`src/gpio_port_defs.vh`:
```
`ifndef GPIO_PORT_DEFS_VH
`define GPIO_PORT_DEFS_VH

`define CORE_PORTS          31
`define STANDBY_PORTS       28

`define IO_BASE_MASK        16'hFF00
`define IO_OFFSET_W         8

`define CORE_FUNC_OFS       8'h00
`define CORE_DIR_OFS        8'h04
`define CORE_LEVEL_OFS      8'h08
`define CORE_RISE_OFS       8'h0C
`define CORE_FALL_OFS       8'h10
`define CORE_FLAGS_OFS      8'h14
`define SB_FUNC_OFS         8'h80
`define SB_DIR_OFS          8'h84
`define SB_LEVEL_OFS        8'h88
`define SB_RISE_OFS         8'h8C
`define SB_FALL_OFS         8'h90
`define SB_FLAGS_OFS        8'h94
`define SB_WAKE_OFS         8'h98

`define CORE_FUNC_RST       31'h0000_0000
`define CORE_DIR_RST        31'h7FFF_FFFF
`define SB_FUNC_RST         28'h000_0000
`define SB_DIR_RST          28'hFFF_FFFF

`define CORE_EDGE_CAP       31'h0000_00FF
`define SB_WAKE_CAP         28'h000_00CF
`define CORE_FILT_CAP       31'h0007_80FF
`define SB_FILT_CAP         28'h000_030F
`define SB_NO_NATIVE        28'h000_0005
`define SB_DUAL_NATIVE      28'h000_0000
`define CORE_STRAP_PINS     31'h0000_0000
`define SB_STRAP_PINS       28'h000_0005

`define FILTER_CYCLES       2'h3
`define STRAP_SAMPLE_EDGE   2'h2

`endif

```
`src/input_conditioner.v`:
```
`timescale 1ns/100ps
`default_nettype none
`include "gpio_port_defs.vh"

module input_conditioner #(
	parameter W         = 31,
	parameter FILT_MASK = 31'h0
) (
	input  wire         sys_clk,
	input  wire         sys_rst,
	input  wire [W-1:0] pin_raw,
	output reg  [W-1:0] pin_sync,
	output reg  [W-1:0] pin_filt
);
	reg [W-1:0] meta_reg;

	always @(posedge sys_clk or posedge sys_rst)
	begin
		if (sys_rst)
		begin
			meta_reg <= {W{1'b0}};
			pin_sync <= {W{1'b0}};
		end
		else
		begin
			meta_reg <= pin_raw;
			pin_sync <= meta_reg;
		end
	end

	genvar i;
	generate
		for (i = 0; i < W; i = i + 1)
		begin : bit_g
			if (FILT_MASK[i])
			begin : filt_g
				reg [1:0] cnt_reg;
				// A level must hold for several samples before it is believed.
				always @(posedge sys_clk or posedge sys_rst)
				begin
					if (sys_rst)
					begin
						cnt_reg     <= 2'h0;
						pin_filt[i] <= 1'b0;
					end
					else if (pin_sync[i] == pin_filt[i])
						cnt_reg <= 2'h0;
					else if (cnt_reg == `FILTER_CYCLES - 2'h1)
					begin
						cnt_reg     <= 2'h0;
						pin_filt[i] <= pin_sync[i];
					end
					else
						cnt_reg <= cnt_reg + 2'h1;
				end
			end
			else
			begin : pass_g
				always @(posedge sys_clk or posedge sys_rst)
				begin
					if (sys_rst)
						pin_filt[i] <= 1'b0;
					else
						pin_filt[i] <= pin_sync[i];
				end
			end
		end
	endgenerate
endmodule

`default_nettype wire

```
`src/edge_flags.v`:
```
`timescale 1ns/100ps
`default_nettype none

module edge_flags #(
	parameter W        = 31,
	parameter CAP_MASK = 31'h0
) (
	input  wire         sys_clk,
	input  wire         sys_rst,
	input  wire [W-1:0] level,
	input  wire [W-1:0] arm,
	input  wire [W-1:0] rise_en,
	input  wire [W-1:0] fall_en,
	input  wire         clr_wr,
	input  wire [W-1:0] clr_bits,
	output reg  [W-1:0] flags
);
	reg  [W-1:0] prev_reg;
	wire [W-1:0] hit;
	wire [W-1:0] cap = CAP_MASK;

	assign hit = cap & arm & ((rise_en & level & ~prev_reg) | (fall_en & ~level & prev_reg));

	always @(posedge sys_clk or posedge sys_rst)
	begin
		if (sys_rst)
		begin
			prev_reg <= {W{1'b0}};
			flags    <= {W{1'b0}};
		end
		else
		begin
			prev_reg <= level;
			// A new edge in the clearing cycle survives the clear.
			flags <= (flags & ~({W{clr_wr}} & clr_bits)) | hit;
		end
	end
endmodule

`default_nettype wire

```
`src/two_well_pin_port_mux.v`:
```
`timescale 1ns/100ps
`default_nettype none
`include "gpio_port_defs.vh"

module two_well_pin_port_mux (
	input  wire        sys_clk,
	input  wire        sys_rst,
	input  wire [15:0] port_io_base,
	input  wire [15:0] io_addr,
	input  wire        io_wr,
	input  wire        io_rd,
	input  wire [31:0] io_wdata,
	output reg  [31:0] io_rdata,
	output reg         io_rvalid,
	input  wire [30:0] core_pin_in,
	output reg  [30:0] core_pin_out,
	output reg  [30:0] core_pin_oe,
	input  wire [30:0] core_native_out,
	input  wire [30:0] core_native_oe,
	output reg  [30:0] core_native_in,
	input  wire [27:0] standby_pin_in,
	output reg  [27:0] standby_pin_out,
	output reg  [27:0] standby_pin_oe,
	input  wire [27:0] standby_native_out,
	input  wire [27:0] standby_native_oe,
	input  wire [27:0] standby_native2_out,
	input  wire [27:0] standby_native2_oe,
	input  wire [27:0] standby_alt_select,
	output reg  [27:0] standby_native_in,
	output reg         standby_wake,
	output reg  [30:0] core_strap,
	output reg  [27:0] standby_strap
);
	reg  [30:0] core_func_reg;
	reg  [30:0] core_dir_reg;
	reg  [30:0] core_level_reg;
	reg  [30:0] core_rise_reg;
	reg  [30:0] core_fall_reg;
	reg  [27:0] sb_func_reg;
	reg  [27:0] sb_dir_reg;
	reg  [27:0] sb_level_reg;
	reg  [27:0] sb_rise_reg;
	reg  [27:0] sb_fall_reg;
	reg  [27:0] sb_wake_reg;
	reg  [1:0]  strap_cnt_reg;
	reg         strap_done_reg;
	reg  [31:0] rdata_next;
	reg  [30:0] core_out_next;
	reg  [30:0] core_oe_next;
	reg  [27:0] sb_out_next;
	reg  [27:0] sb_oe_next;
	reg  [27:0] sb_nat_out;
	reg  [27:0] sb_nat_oe;

	wire [30:0] core_sync;
	wire [30:0] core_filt;
	wire [27:0] sb_sync;
	wire [27:0] sb_filt;
	wire [30:0] core_flags;
	wire [27:0] sb_flags;
	wire        in_window;
	wire [7:0]  ofs;
	wire        core_func_wr;
	wire        core_dir_wr;
	wire        core_level_wr;
	wire        core_rise_wr;
	wire        core_fall_wr;
	wire        core_clr_wr;
	wire        sb_func_wr;
	wire        sb_dir_wr;
	wire        sb_level_wr;
	wire        sb_rise_wr;
	wire        sb_fall_wr;
	wire        sb_clr_wr;
	wire        sb_wake_wr;

	// Only the window that the base register points at belongs to this block.
	assign in_window = (io_addr & `IO_BASE_MASK) == (port_io_base & `IO_BASE_MASK);
	assign ofs       = io_addr[`IO_OFFSET_W-1:0];

	// One strobe per register, decoded once; the flag strobes also drive the clear.
	assign core_func_wr  = sel(io_wr, in_window, ofs, `CORE_FUNC_OFS);
	assign core_dir_wr   = sel(io_wr, in_window, ofs, `CORE_DIR_OFS);
	assign core_level_wr = sel(io_wr, in_window, ofs, `CORE_LEVEL_OFS);
	assign core_rise_wr  = sel(io_wr, in_window, ofs, `CORE_RISE_OFS);
	assign core_fall_wr  = sel(io_wr, in_window, ofs, `CORE_FALL_OFS);
	assign core_clr_wr   = sel(io_wr, in_window, ofs, `CORE_FLAGS_OFS);
	assign sb_func_wr    = sel(io_wr, in_window, ofs, `SB_FUNC_OFS);
	assign sb_dir_wr     = sel(io_wr, in_window, ofs, `SB_DIR_OFS);
	assign sb_level_wr   = sel(io_wr, in_window, ofs, `SB_LEVEL_OFS);
	assign sb_rise_wr    = sel(io_wr, in_window, ofs, `SB_RISE_OFS);
	assign sb_fall_wr    = sel(io_wr, in_window, ofs, `SB_FALL_OFS);
	assign sb_clr_wr     = sel(io_wr, in_window, ofs, `SB_FLAGS_OFS);
	assign sb_wake_wr    = sel(io_wr, in_window, ofs, `SB_WAKE_OFS);

	function sel;
		input        en;
		input        win;
		input [7:0]  a;
		input [7:0]  target;
		begin
			sel = en & win & (a == target);
		end
	endfunction

	input_conditioner #(
		.W         (`CORE_PORTS),
		.FILT_MASK (`CORE_FILT_CAP)
	) core_cond (
		.sys_clk  (sys_clk),
		.sys_rst  (sys_rst),
		.pin_raw  (core_pin_in),
		.pin_sync (core_sync),
		.pin_filt (core_filt)
	);

	input_conditioner #(
		.W         (`STANDBY_PORTS),
		.FILT_MASK (`SB_FILT_CAP)
	) sb_cond (
		.sys_clk  (sys_clk),
		.sys_rst  (sys_rst),
		.pin_raw  (standby_pin_in),
		.pin_sync (sb_sync),
		.pin_filt (sb_filt)
	);

	// Edges count only on ports that software owns and has set as inputs.
	edge_flags #(
		.W        (`CORE_PORTS),
		.CAP_MASK (`CORE_EDGE_CAP)
	) core_edges (
		.sys_clk  (sys_clk),
		.sys_rst  (sys_rst),
		.level    (core_filt),
		.arm      (core_func_reg & core_dir_reg),
		.rise_en  (core_rise_reg),
		.fall_en  (core_fall_reg),
		.clr_wr   (core_clr_wr),
		.clr_bits (io_wdata[30:0]),
		.flags    (core_flags)
	);

	edge_flags #(
		.W        (`STANDBY_PORTS),
		.CAP_MASK (`SB_WAKE_CAP)
	) sb_edges (
		.sys_clk  (sys_clk),
		.sys_rst  (sys_rst),
		.level    (sb_filt),
		.arm      (sb_func_reg & sb_dir_reg),
		.rise_en  (sb_rise_reg),
		.fall_en  (sb_fall_reg),
		.clr_wr   (sb_clr_wr),
		.clr_bits (io_wdata[27:0]),
		.flags    (sb_flags)
	);

	// Control registers; only the bits that name real ports are stored.
	always @(posedge sys_clk or posedge sys_rst)
	begin
		if (sys_rst)
		begin
			core_func_reg  <= `CORE_FUNC_RST;
			core_dir_reg   <= `CORE_DIR_RST;
			core_level_reg <= 31'h0000_0000;
			core_rise_reg  <= 31'h0000_0000;
			core_fall_reg  <= 31'h0000_0000;
			sb_func_reg    <= `SB_FUNC_RST;
			sb_dir_reg     <= `SB_DIR_RST;
			sb_level_reg   <= 28'h000_0000;
			sb_rise_reg    <= 28'h000_0000;
			sb_fall_reg    <= 28'h000_0000;
			sb_wake_reg    <= 28'h000_0000;
		end
		else
		begin
			if (core_func_wr)
				core_func_reg <= io_wdata[30:0];
			if (core_dir_wr)
				core_dir_reg <= io_wdata[30:0];
			if (core_level_wr)
				core_level_reg <= io_wdata[30:0];
			if (core_rise_wr)
				core_rise_reg <= io_wdata[30:0];
			if (core_fall_wr)
				core_fall_reg <= io_wdata[30:0];
			if (sb_func_wr)
				sb_func_reg <= io_wdata[27:0];
			if (sb_dir_wr)
				sb_dir_reg <= io_wdata[27:0];
			if (sb_level_wr)
				sb_level_reg <= io_wdata[27:0];
			if (sb_rise_wr)
				sb_rise_reg <= io_wdata[27:0];
			if (sb_fall_wr)
				sb_fall_reg <= io_wdata[27:0];
			if (sb_wake_wr)
				sb_wake_reg <= io_wdata[27:0];
		end
	end

	// Read mux; unmapped offsets and reserved bits read as zero.
	always @*
	begin
		rdata_next = 32'h0000_0000;
		if (in_window)
		begin
			case (ofs)
				`CORE_FUNC_OFS:  rdata_next = {1'b0, core_func_reg};
				`CORE_DIR_OFS:   rdata_next = {1'b0, core_dir_reg};
				`CORE_LEVEL_OFS: rdata_next = {1'b0, core_filt};
				`CORE_RISE_OFS:  rdata_next = {1'b0, core_rise_reg};
				`CORE_FALL_OFS:  rdata_next = {1'b0, core_fall_reg};
				`CORE_FLAGS_OFS: rdata_next = {1'b0, core_flags};
				`SB_FUNC_OFS:    rdata_next = {4'h0, sb_func_reg};
				`SB_DIR_OFS:     rdata_next = {4'h0, sb_dir_reg};
				`SB_LEVEL_OFS:   rdata_next = {4'h0, sb_filt};
				`SB_RISE_OFS:    rdata_next = {4'h0, sb_rise_reg};
				`SB_FALL_OFS:    rdata_next = {4'h0, sb_fall_reg};
				`SB_FLAGS_OFS:   rdata_next = {4'h0, sb_flags};
				`SB_WAKE_OFS:    rdata_next = {4'h0, sb_wake_reg};
				default:         rdata_next = 32'h0000_0000;
			endcase
		end
	end

	always @(posedge sys_clk or posedge sys_rst)
	begin
		if (sys_rst)
		begin
			io_rdata  <= 32'h0000_0000;
			io_rvalid <= 1'b0;
		end
		else
		begin
			io_rvalid <= io_rd;
			if (io_rd)
				io_rdata <= rdata_next;
		end
	end

	// Straps are taken once the synchronisers hold the post-reset pin level.
	always @(posedge sys_clk or posedge sys_rst)
	begin
		if (sys_rst)
		begin
			strap_cnt_reg  <= 2'h0;
			strap_done_reg <= 1'b0;
			core_strap     <= 31'h0000_0000;
			standby_strap  <= 28'h000_0000;
		end
		else if (!strap_done_reg)
		begin
			if (strap_cnt_reg == `STRAP_SAMPLE_EDGE)
			begin
				core_strap     <= core_sync & `CORE_STRAP_PINS;
				standby_strap  <= sb_sync & `SB_STRAP_PINS;
				strap_done_reg <= 1'b1;
			end
			else
				strap_cnt_reg <= strap_cnt_reg + 2'h1;
		end
	end

	// Pin drive. Until straps are sampled every pin stays an input, so an
	// external strap resistor is never fought by a native driver.
	always @*
	begin
		sb_nat_out    = standby_native_out;
		sb_nat_oe     = standby_native_oe;
		core_out_next = 31'h0000_0000;
		core_oe_next  = 31'h0000_0000;
		sb_out_next   = 28'h000_0000;
		sb_oe_next    = 28'h000_0000;
		if (strap_done_reg)
		begin
			sb_nat_out = (standby_alt_select & `SB_DUAL_NATIVE & standby_native2_out) |
				(~(standby_alt_select & `SB_DUAL_NATIVE) & standby_native_out);
			sb_nat_oe = ((standby_alt_select & `SB_DUAL_NATIVE & standby_native2_oe) |
				(~(standby_alt_select & `SB_DUAL_NATIVE) & standby_native_oe)) &
				~`SB_NO_NATIVE;
			core_out_next = (core_func_reg & core_level_reg) |
				(~core_func_reg & core_native_out);
			core_oe_next = (core_func_reg & ~core_dir_reg) |
				(~core_func_reg & core_native_oe);
			sb_out_next = (sb_func_reg & sb_level_reg) |
				(~sb_func_reg & sb_nat_out);
			sb_oe_next = (sb_func_reg & ~sb_dir_reg) |
				(~sb_func_reg & sb_nat_oe);
		end
	end

	always @(posedge sys_clk or posedge sys_rst)
	begin
		if (sys_rst)
		begin
			core_pin_out      <= 31'h0000_0000;
			core_pin_oe       <= 31'h0000_0000;
			standby_pin_out   <= 28'h000_0000;
			standby_pin_oe    <= 28'h000_0000;
			core_native_in    <= 31'h0000_0000;
			standby_native_in <= 28'h000_0000;
			standby_wake      <= 1'b0;
		end
		else
		begin
			core_pin_out    <= core_out_next;
			core_pin_oe     <= core_oe_next;
			standby_pin_out <= sb_out_next;
			standby_pin_oe  <= sb_oe_next;
			// Native receivers see the pin only while the port is not taken over.
			core_native_in    <= core_filt & ~core_func_reg;
			standby_native_in <= sb_filt & ~sb_func_reg & ~`SB_NO_NATIVE;
			standby_wake      <= |(sb_flags & sb_wake_reg & `SB_WAKE_CAP);
		end
	end
endmodule

`default_nettype wire

```
`config.mk`:
```
export PLATFORM = sky130hd
export DESIGN_NAME = two_well_pin_port_mux
export DESIGN_NICKNAME = d
export VERILOG_FILES = /design/src/input_conditioner.v /design/src/edge_flags.v /design/src/two_well_pin_port_mux.v
export VERILOG_INCLUDE_DIRS = /design/src
export SDC_FILE = /design/constraint.sdc
export NUM_CORES = 2
export LEC_CHECK = 0
export ABC_CLOCK_PERIOD_IN_PS = 71900
export BUFFER_PORTS_ARGS = -buffer_cell sky130_fd_sc_hd__clkbuf_2
export CAP_MARGIN = 10
export CORE_ASPECT_RATIO = 0.75
export CORE_MARGIN = 3
export CORE_UTILIZATION = 60
export CTS_CLUSTER_SIZE = 25
export DETAILED_ROUTE_END_ITERATION = 16
export PLACE_DENSITY_LB_ADDON = 0.15
export SLEW_MARGIN = 10
export SYNTH_ARGS = -nofsm -noshare
export SYNTH_HDL_FRONTEND = slang
export SYNTH_SLANG_ARGS = --single-unit
```
`constraint.sdc`:
```
create_clock -name sys_clk -period 71.9 [get_ports sys_clk]
set_input_delay 3.595 -clock sys_clk [delete_from_list [all_inputs] [get_ports sys_clk]]
set_output_delay 3.595 -clock sys_clk [all_outputs]
set_load 0.05 [all_outputs]
```
# [Word level (Yosys, flattened, before mapping)]
# Cells that the tools add are included.
[word_totals] word_cells=322 reg_bits=868
[classes] n_reduce_logical=22 muxes=44 bitwise=79 addsub=19 n_eq_ne=50
[ops] cell="$pmux 31 s13" count=1
[ops] cell="$and 31x31->31" count=11
[ops] cell="$and 28x28->28" count=11
[ops] cell="$not 31->31" count=5
[ops] cell="$not 28->28" count=5
[ops] cell="$or 31x31->31" count=4
[ops] cell="$or 28x28->28" count=4
[ops] cell="$mux 31" count=3
[ops] cell="$mux 2" count=36
[ops] cell="$eq 8x8->1 const B" count=7
[ops] cell="$mux 28" count=2
[ops] cell="$reduce_and 2->1" count=20
[ops] cell="$add 2x1->2 const B" count=19
[ops] cell="$eq 2x2->1 const B" count=19
[ops] cell="$and 8x31->31" count=1
[ops] cell="$and 8x28->28" count=1
[ops] cell="$and 8x8->8" count=3
[ops] cell="$not 1->1" count=20
[ops] cell="$eq 1x1->1" count=18
[ops] cell="$eq 8x4->1 const B" count=2
[ops] cell="$eq 8x5->1 const B" count=2
[ops] cell="$and 1x1->1" count=14
[ops] cell="$eq 8x3->1 const B" count=1
[ops] cell="$eq 8x8->1" count=1
[ops] cell="other kinds (3)" count=4

# [Depth between registers and ports, before layout]
[depth] ltp_word=7 depth_mapped=8 mapped_depth_nobuf=5

# [Hierarchy]
# From an unflattened synthesis, not the netlist that was laid out.
[hier_totals] hier_cells=2427 hier_area_um2=33773.6
[by_module_without_submodules] module="two_well_pin_port_mux" cells_per_inst=1940 seq_area_each_um2=13486.7 area_each_um2=24745.0 n_inst=1
[by_module_without_submodules] module="input_conditioner at core_cond" cells_per_inst=178 seq_area_each_um2=2927.8 area_each_um2=3532.1 n_inst=1
[by_module_without_submodules] module="input_conditioner at sb_cond" cells_per_inst=127 seq_area_each_um2=2402.3 area_each_um2=2706.3 n_inst=1
[by_module_without_submodules] module="edge_flags at core_edges" cells_per_inst=98 seq_area_each_um2=975.9 area_each_um2=1433.9 n_inst=1
[by_module_without_submodules] module="edge_flags at sb_edges" cells_per_inst=84 seq_area_each_um2=850.8 area_each_um2=1356.3 n_inst=1

# [Worst setup path after synthesis]
# No wires, ideal clock.
[synth_timing] path_type="in2reg" from="in port_io_base[13]" to="reg sb_func_reg[10]" path_buffers=3 setup_ns=0.125 arrival_ns=5.197 stages=8 path_slack_ns=66.578 required_ns=71.775 cell_sequence="xnor2_1 > nand4_1 > nor3_1 > buf_4 > and3_1 > buf_2 > buf_4 > mux2_2"
[synth_via] elab_chain_len=3
[synth_lines] item="start: declaration" line="two_well_pin_port_mux.v:8" source="input wire [15:0] port_io_base,"
[synth_lines] item="$eq 8x8->1" line="two_well_pin_port_mux.v:78" source="assign in_window = (io_addr & `IO_BASE_MASK) == (port_io_base & `IO_BASE_MASK);"
[synth_lines] item="$and 1x1->1 (2 in series)" line="two_well_pin_port_mux.v:102" source="sel = en & win & (a == target);"
[synth_lines] item="end signal: assignment" line="two_well_pin_port_mux.v:169" source="sb_func_reg <= `SB_FUNC_RST;"
[synth_lines] item="end signal: assignment" line="two_well_pin_port_mux.v:189" source="sb_func_reg <= io_wdata[27:0];"
[synth_lines] item="end: declaration" line="two_well_pin_port_mux.v:39" source="reg [27:0] sb_func_reg;"
# Every way passes these cells.
# A chain may end at the register's enable or synchronous reset.

# [Worst setup path in the final report]
[layout_timing] from="in io_addr[4]" to="reg sb_fall_reg[14]"
[layout_via] elab_chain_len=2
[layout_lines] item="start: declaration" line="two_well_pin_port_mux.v:9" source="input wire [15:0] io_addr,"
[layout_lines] item="$eq 8x8->1" line="two_well_pin_port_mux.v:102"
[layout_lines] item="$and 1x1->1" line="two_well_pin_port_mux.v:102"
[layout_lines] item="end signal: assignment" line="two_well_pin_port_mux.v:197" source="sb_fall_reg <= io_wdata[27:0];"
[layout_lines] item="end: declaration" line="two_well_pin_port_mux.v:43" source="reg [27:0] sb_fall_reg;"
# Every way passes these cells.

==> impl_metrics.env <==
export IMPL_status="complete, no violations"
export IMPL_tns_ns=0
export IMPL_crit_start="io_addr[4]"
export IMPL_fin_skew_ns=0.0224
export IMPL_final_util_pct=71.0
export IMPL_final_net_count=3154
export IMPL_slew_headroom_pct=15.3
export IMPL_drc=0
export IMPL_synth_most_common_cell="dfrtp_1"
export IMPL_synth_distinct_cells=75
export IMPL_min_period_ns=7.15
export IMPL_cts_tree="done"
export IMPL_synthSimpleGateAreaFrac_pct=7.67
export IMPL_synthTopCellsByCount="dfrtp_1 (763), mux2_2 (331), mux2i_1 (190), nor2b_1 (129), nand2_1 (87)"
export IMPL_ys_ff_latch=822
export IMPL_rsz0062_at_grt="false"
export IMPL_die_x_um=277
export IMPL_synth_compound_area_share_pct=6.88
export IMPL_setup_viol=0
export IMPL_n_antenna_cell=0
export IMPL_powerDensity_nw_per_um2=26.9
export IMPL_synth_enable_flop_cells=0
export IMPL_synth_main_ff_cell="dfrtp_1"
export IMPL_synthMuxAreaShare_pct=18.4
export IMPL_synth_top_family_by_area="multiplexers"
export IMPL_fmax_ghz=0.140
export IMPL_seq_area_frac_synth_pct=62.3
export IMPL_synthAdderAreaFrac_pct=0.0378
export IMPL_clkTransAtPathRegs_ns=0.06
export IMPL_max_stage_delay_ns=1.03
export IMPL_fin_crit_sh_pct=9.94
export IMPL_detail_route_antenna_nets=0
export IMPL_worstPathRequired_ns=72.40
export IMPL_grt_ovfl_total=0
export IMPL_drive_gt1_share_pct=36.8
export IMPL_synth_warnings=0
export IMPL_place_hpwl_um=61200
export IMPL_htree_levels=3
export IMPL_worstMarginPinSlew_ns=1.27
export IMPL_grt_use_total_pct=32.3
export IMPL_viasPerCell=6.00
export IMPL_synth_area_um2=33100
export IMPL_cap_violations=0
export IMPL_synth_xor_area_share_pct=0.714
export IMPL_leakagePower_nw=18.2
export IMPL_crit_path_max_fanout=37
export IMPL_synthCells=2399
export IMPL_min_from="sb_cond.meta_reg[2]"
export IMPL_grt_pass1_wl_um=141000
export IMPL_drt_iter0_drc=2037
export IMPL_startpoint_type="input port"
export IMPL_finalWirelength_um=94300
export IMPL_die_height_um=209
export IMPL_critPathArrivalTime_ns=7.65
export IMPL_port_buffers=443
export IMPL_crit_path_top_delay_cell="and2_1"
export IMPL_cts_root_buf="clkbuf_16"
export IMPL_vdd_ir_drop_max_mv=0.0227
export IMPL_cp_end_kind="flop"
export IMPL_synth_top_area_share_pct=57.7
export IMPL_cts_setup_buffers=0
export IMPL_cts_resized=0
export IMPL_synth_top_cell_by_area="dfrtp_1"
export IMPL_hold_viol=0
export IMPL_synthToLayoutAreaGrowth_pct=15.4
export IMPL_worstHoldPathType="reg2reg"
export IMPL_path_cells="clkbuf_2 -> buf_4 -> and2_1 -> nand2_1 -> nor2_2 -> nand2_2 -> mux2_2"
export IMPL_gp_congestion=0.861
export IMPL_cts_inserted_buffers=76
export IMPL_synth_async_reset_ratio_pct=100
export IMPL_coreArea_um2=53800
export IMPL_netlist_top_cells_area="dfrtp_1 (58%), mux2_2 (11%), mux2i_1 (5.7%), dfstp_2 (4.7%), nor2b_1 (2.4%)"
export IMPL_hold_buffers=0
export IMPL_power_mw=1.03
export IMPL_clock_latency_ns=0.63
export IMPL_ios=599
export IMPL_routedWlPerCell_um=26.2
export IMPL_drt_first_pass_iters=6
export IMPL_r2r_start="strap_done_reg"
export IMPL_clk_path_buf_depth=3
export IMPL_postSynthAreaPerCell_um2=13.8
export IMPL_die_area_um2=58100
export IMPL_antenna_found_initial=2
export IMPL_fp_row_count=73
export IMPL_worstSetupPathType="in2reg"
export IMPL_grt_max_degree=133
export IMPL_clock_sinks=822
export IMPL_vias=21610
export IMPL_initial_utilization_pct=61.5
export IMPL_maxSlewViolCount=0
export IMPL_grt_pass1_vias=22282
path summary, 6_finish.rpt:
kind / endpoint / slack, ns / cells past startpoint
worst max-delay path: sb_fall_reg[14] / 64.75 / 7
worst max register to register: standby_strap[0] / 70.07 / 2
max in group asynchronous: core_native_in[19] / 65.68 / 5
worst min register to register: sb_cond.pin_sync[2] / 0.34 / 0
min in group asynchronous: sb_cond.meta_reg[7] / 3.16 / 2
worst min-delay path: sb_cond.pin_sync[2] / 0.34 / 0
final cells by class:
cell class	count	area [µm²]
clock inverters	28	224
fillers	3715	15600
flip-flops and latches	822	20600
clock buffers	114	2200
well taps	712	891
inverters	62	240
repair buffers	482	2510
multi-input cells	1380	11500
metrics by stage:
stage | instance area, µm² | worst slack, ns | hold slack, ns | cells
2_1_floorplan | 33300 | 45.31 | 0.331 | 2458
3_3_place_gp | 35800 | 64.38 | 0.331 | 3458
3_5_place_dp | 35800 | 64.32 | 0.335 | 3458
4_1_cts | 38200 | 64.96 | 0.346 | 3600
5_1_grt | 38200 | 64.87 | 0.351 | 3600
6_report | 38200 | 64.75 | 0.343 | 3600
routing by layer:
layer | up-vias | share of wire, % | global-route usage [%]
li1 | 9189 | - | -
met1 | 11130 | 42 | 46.3
met5 | - | 0.013 | 0
met2 | 1091 | 45 | 48.9
met3 | 198 | 9.9 | 8.60
met4 | 2 | 3.1 | 10.2
kinds of logic (layout without fill, tap and decap cells):
group | Yosys count | count (layout)
AO/OA/AOI/OAI | 305 | 305
multiplexers | 552 | 552
XOR/XNOR | 27 | 27
other | 1 | 60
flip-flops | 822 | 822
buffers and inverters | 256 | 686
AND/OR/NAND/NOR | 435 | 435
adder cells (fa/ha/maj) | 1 | 1
power breakdown:
| group | internal (mW) | total, mW | switching [mW] |
|---|---|---|---|
| combinational | 0.0356 | 0.117 | 0.0809 |
| sequential | 0.493 | 0.518 | 0.0245 |
| clock | 0.220 | 0.394 | 0.174 |
layout by cell type, fill, tap and decap left out, drive strengths merged, types with 4 or more instances in the layout:
cell,count
a2111oi,7
a21boi,47
a21oi,29
a221oi,9
a222oi,4
a22o,8
a22oi,70
a32o,14
a32oi,12
and2,61
buf,41
clkbuf,555
clkinv,20
conb,60
dfrtp,763
dfstp,59
inv,65
mux2,361
mux2i,190
nand2,91
nand2b,13
nand3,11
nand3b,8
nand4,4
nor2,40
nor2b,129
nor3,32
nor3b,18
nor4b,6
o21ai,15
o221ai,4
o22a,6
o22ai,37
o2bb2ai,17
or2,4
or3,5
xnor2,27
critical path, delay by kind of cell:
family / cells / cell delay (ns)
AND/OR/NAND/NOR: 4 / 2.63
buffers and inverters: 2 / 0.85
multiplexers: 1 / 0.53
(Power assumes the default switching activity.)
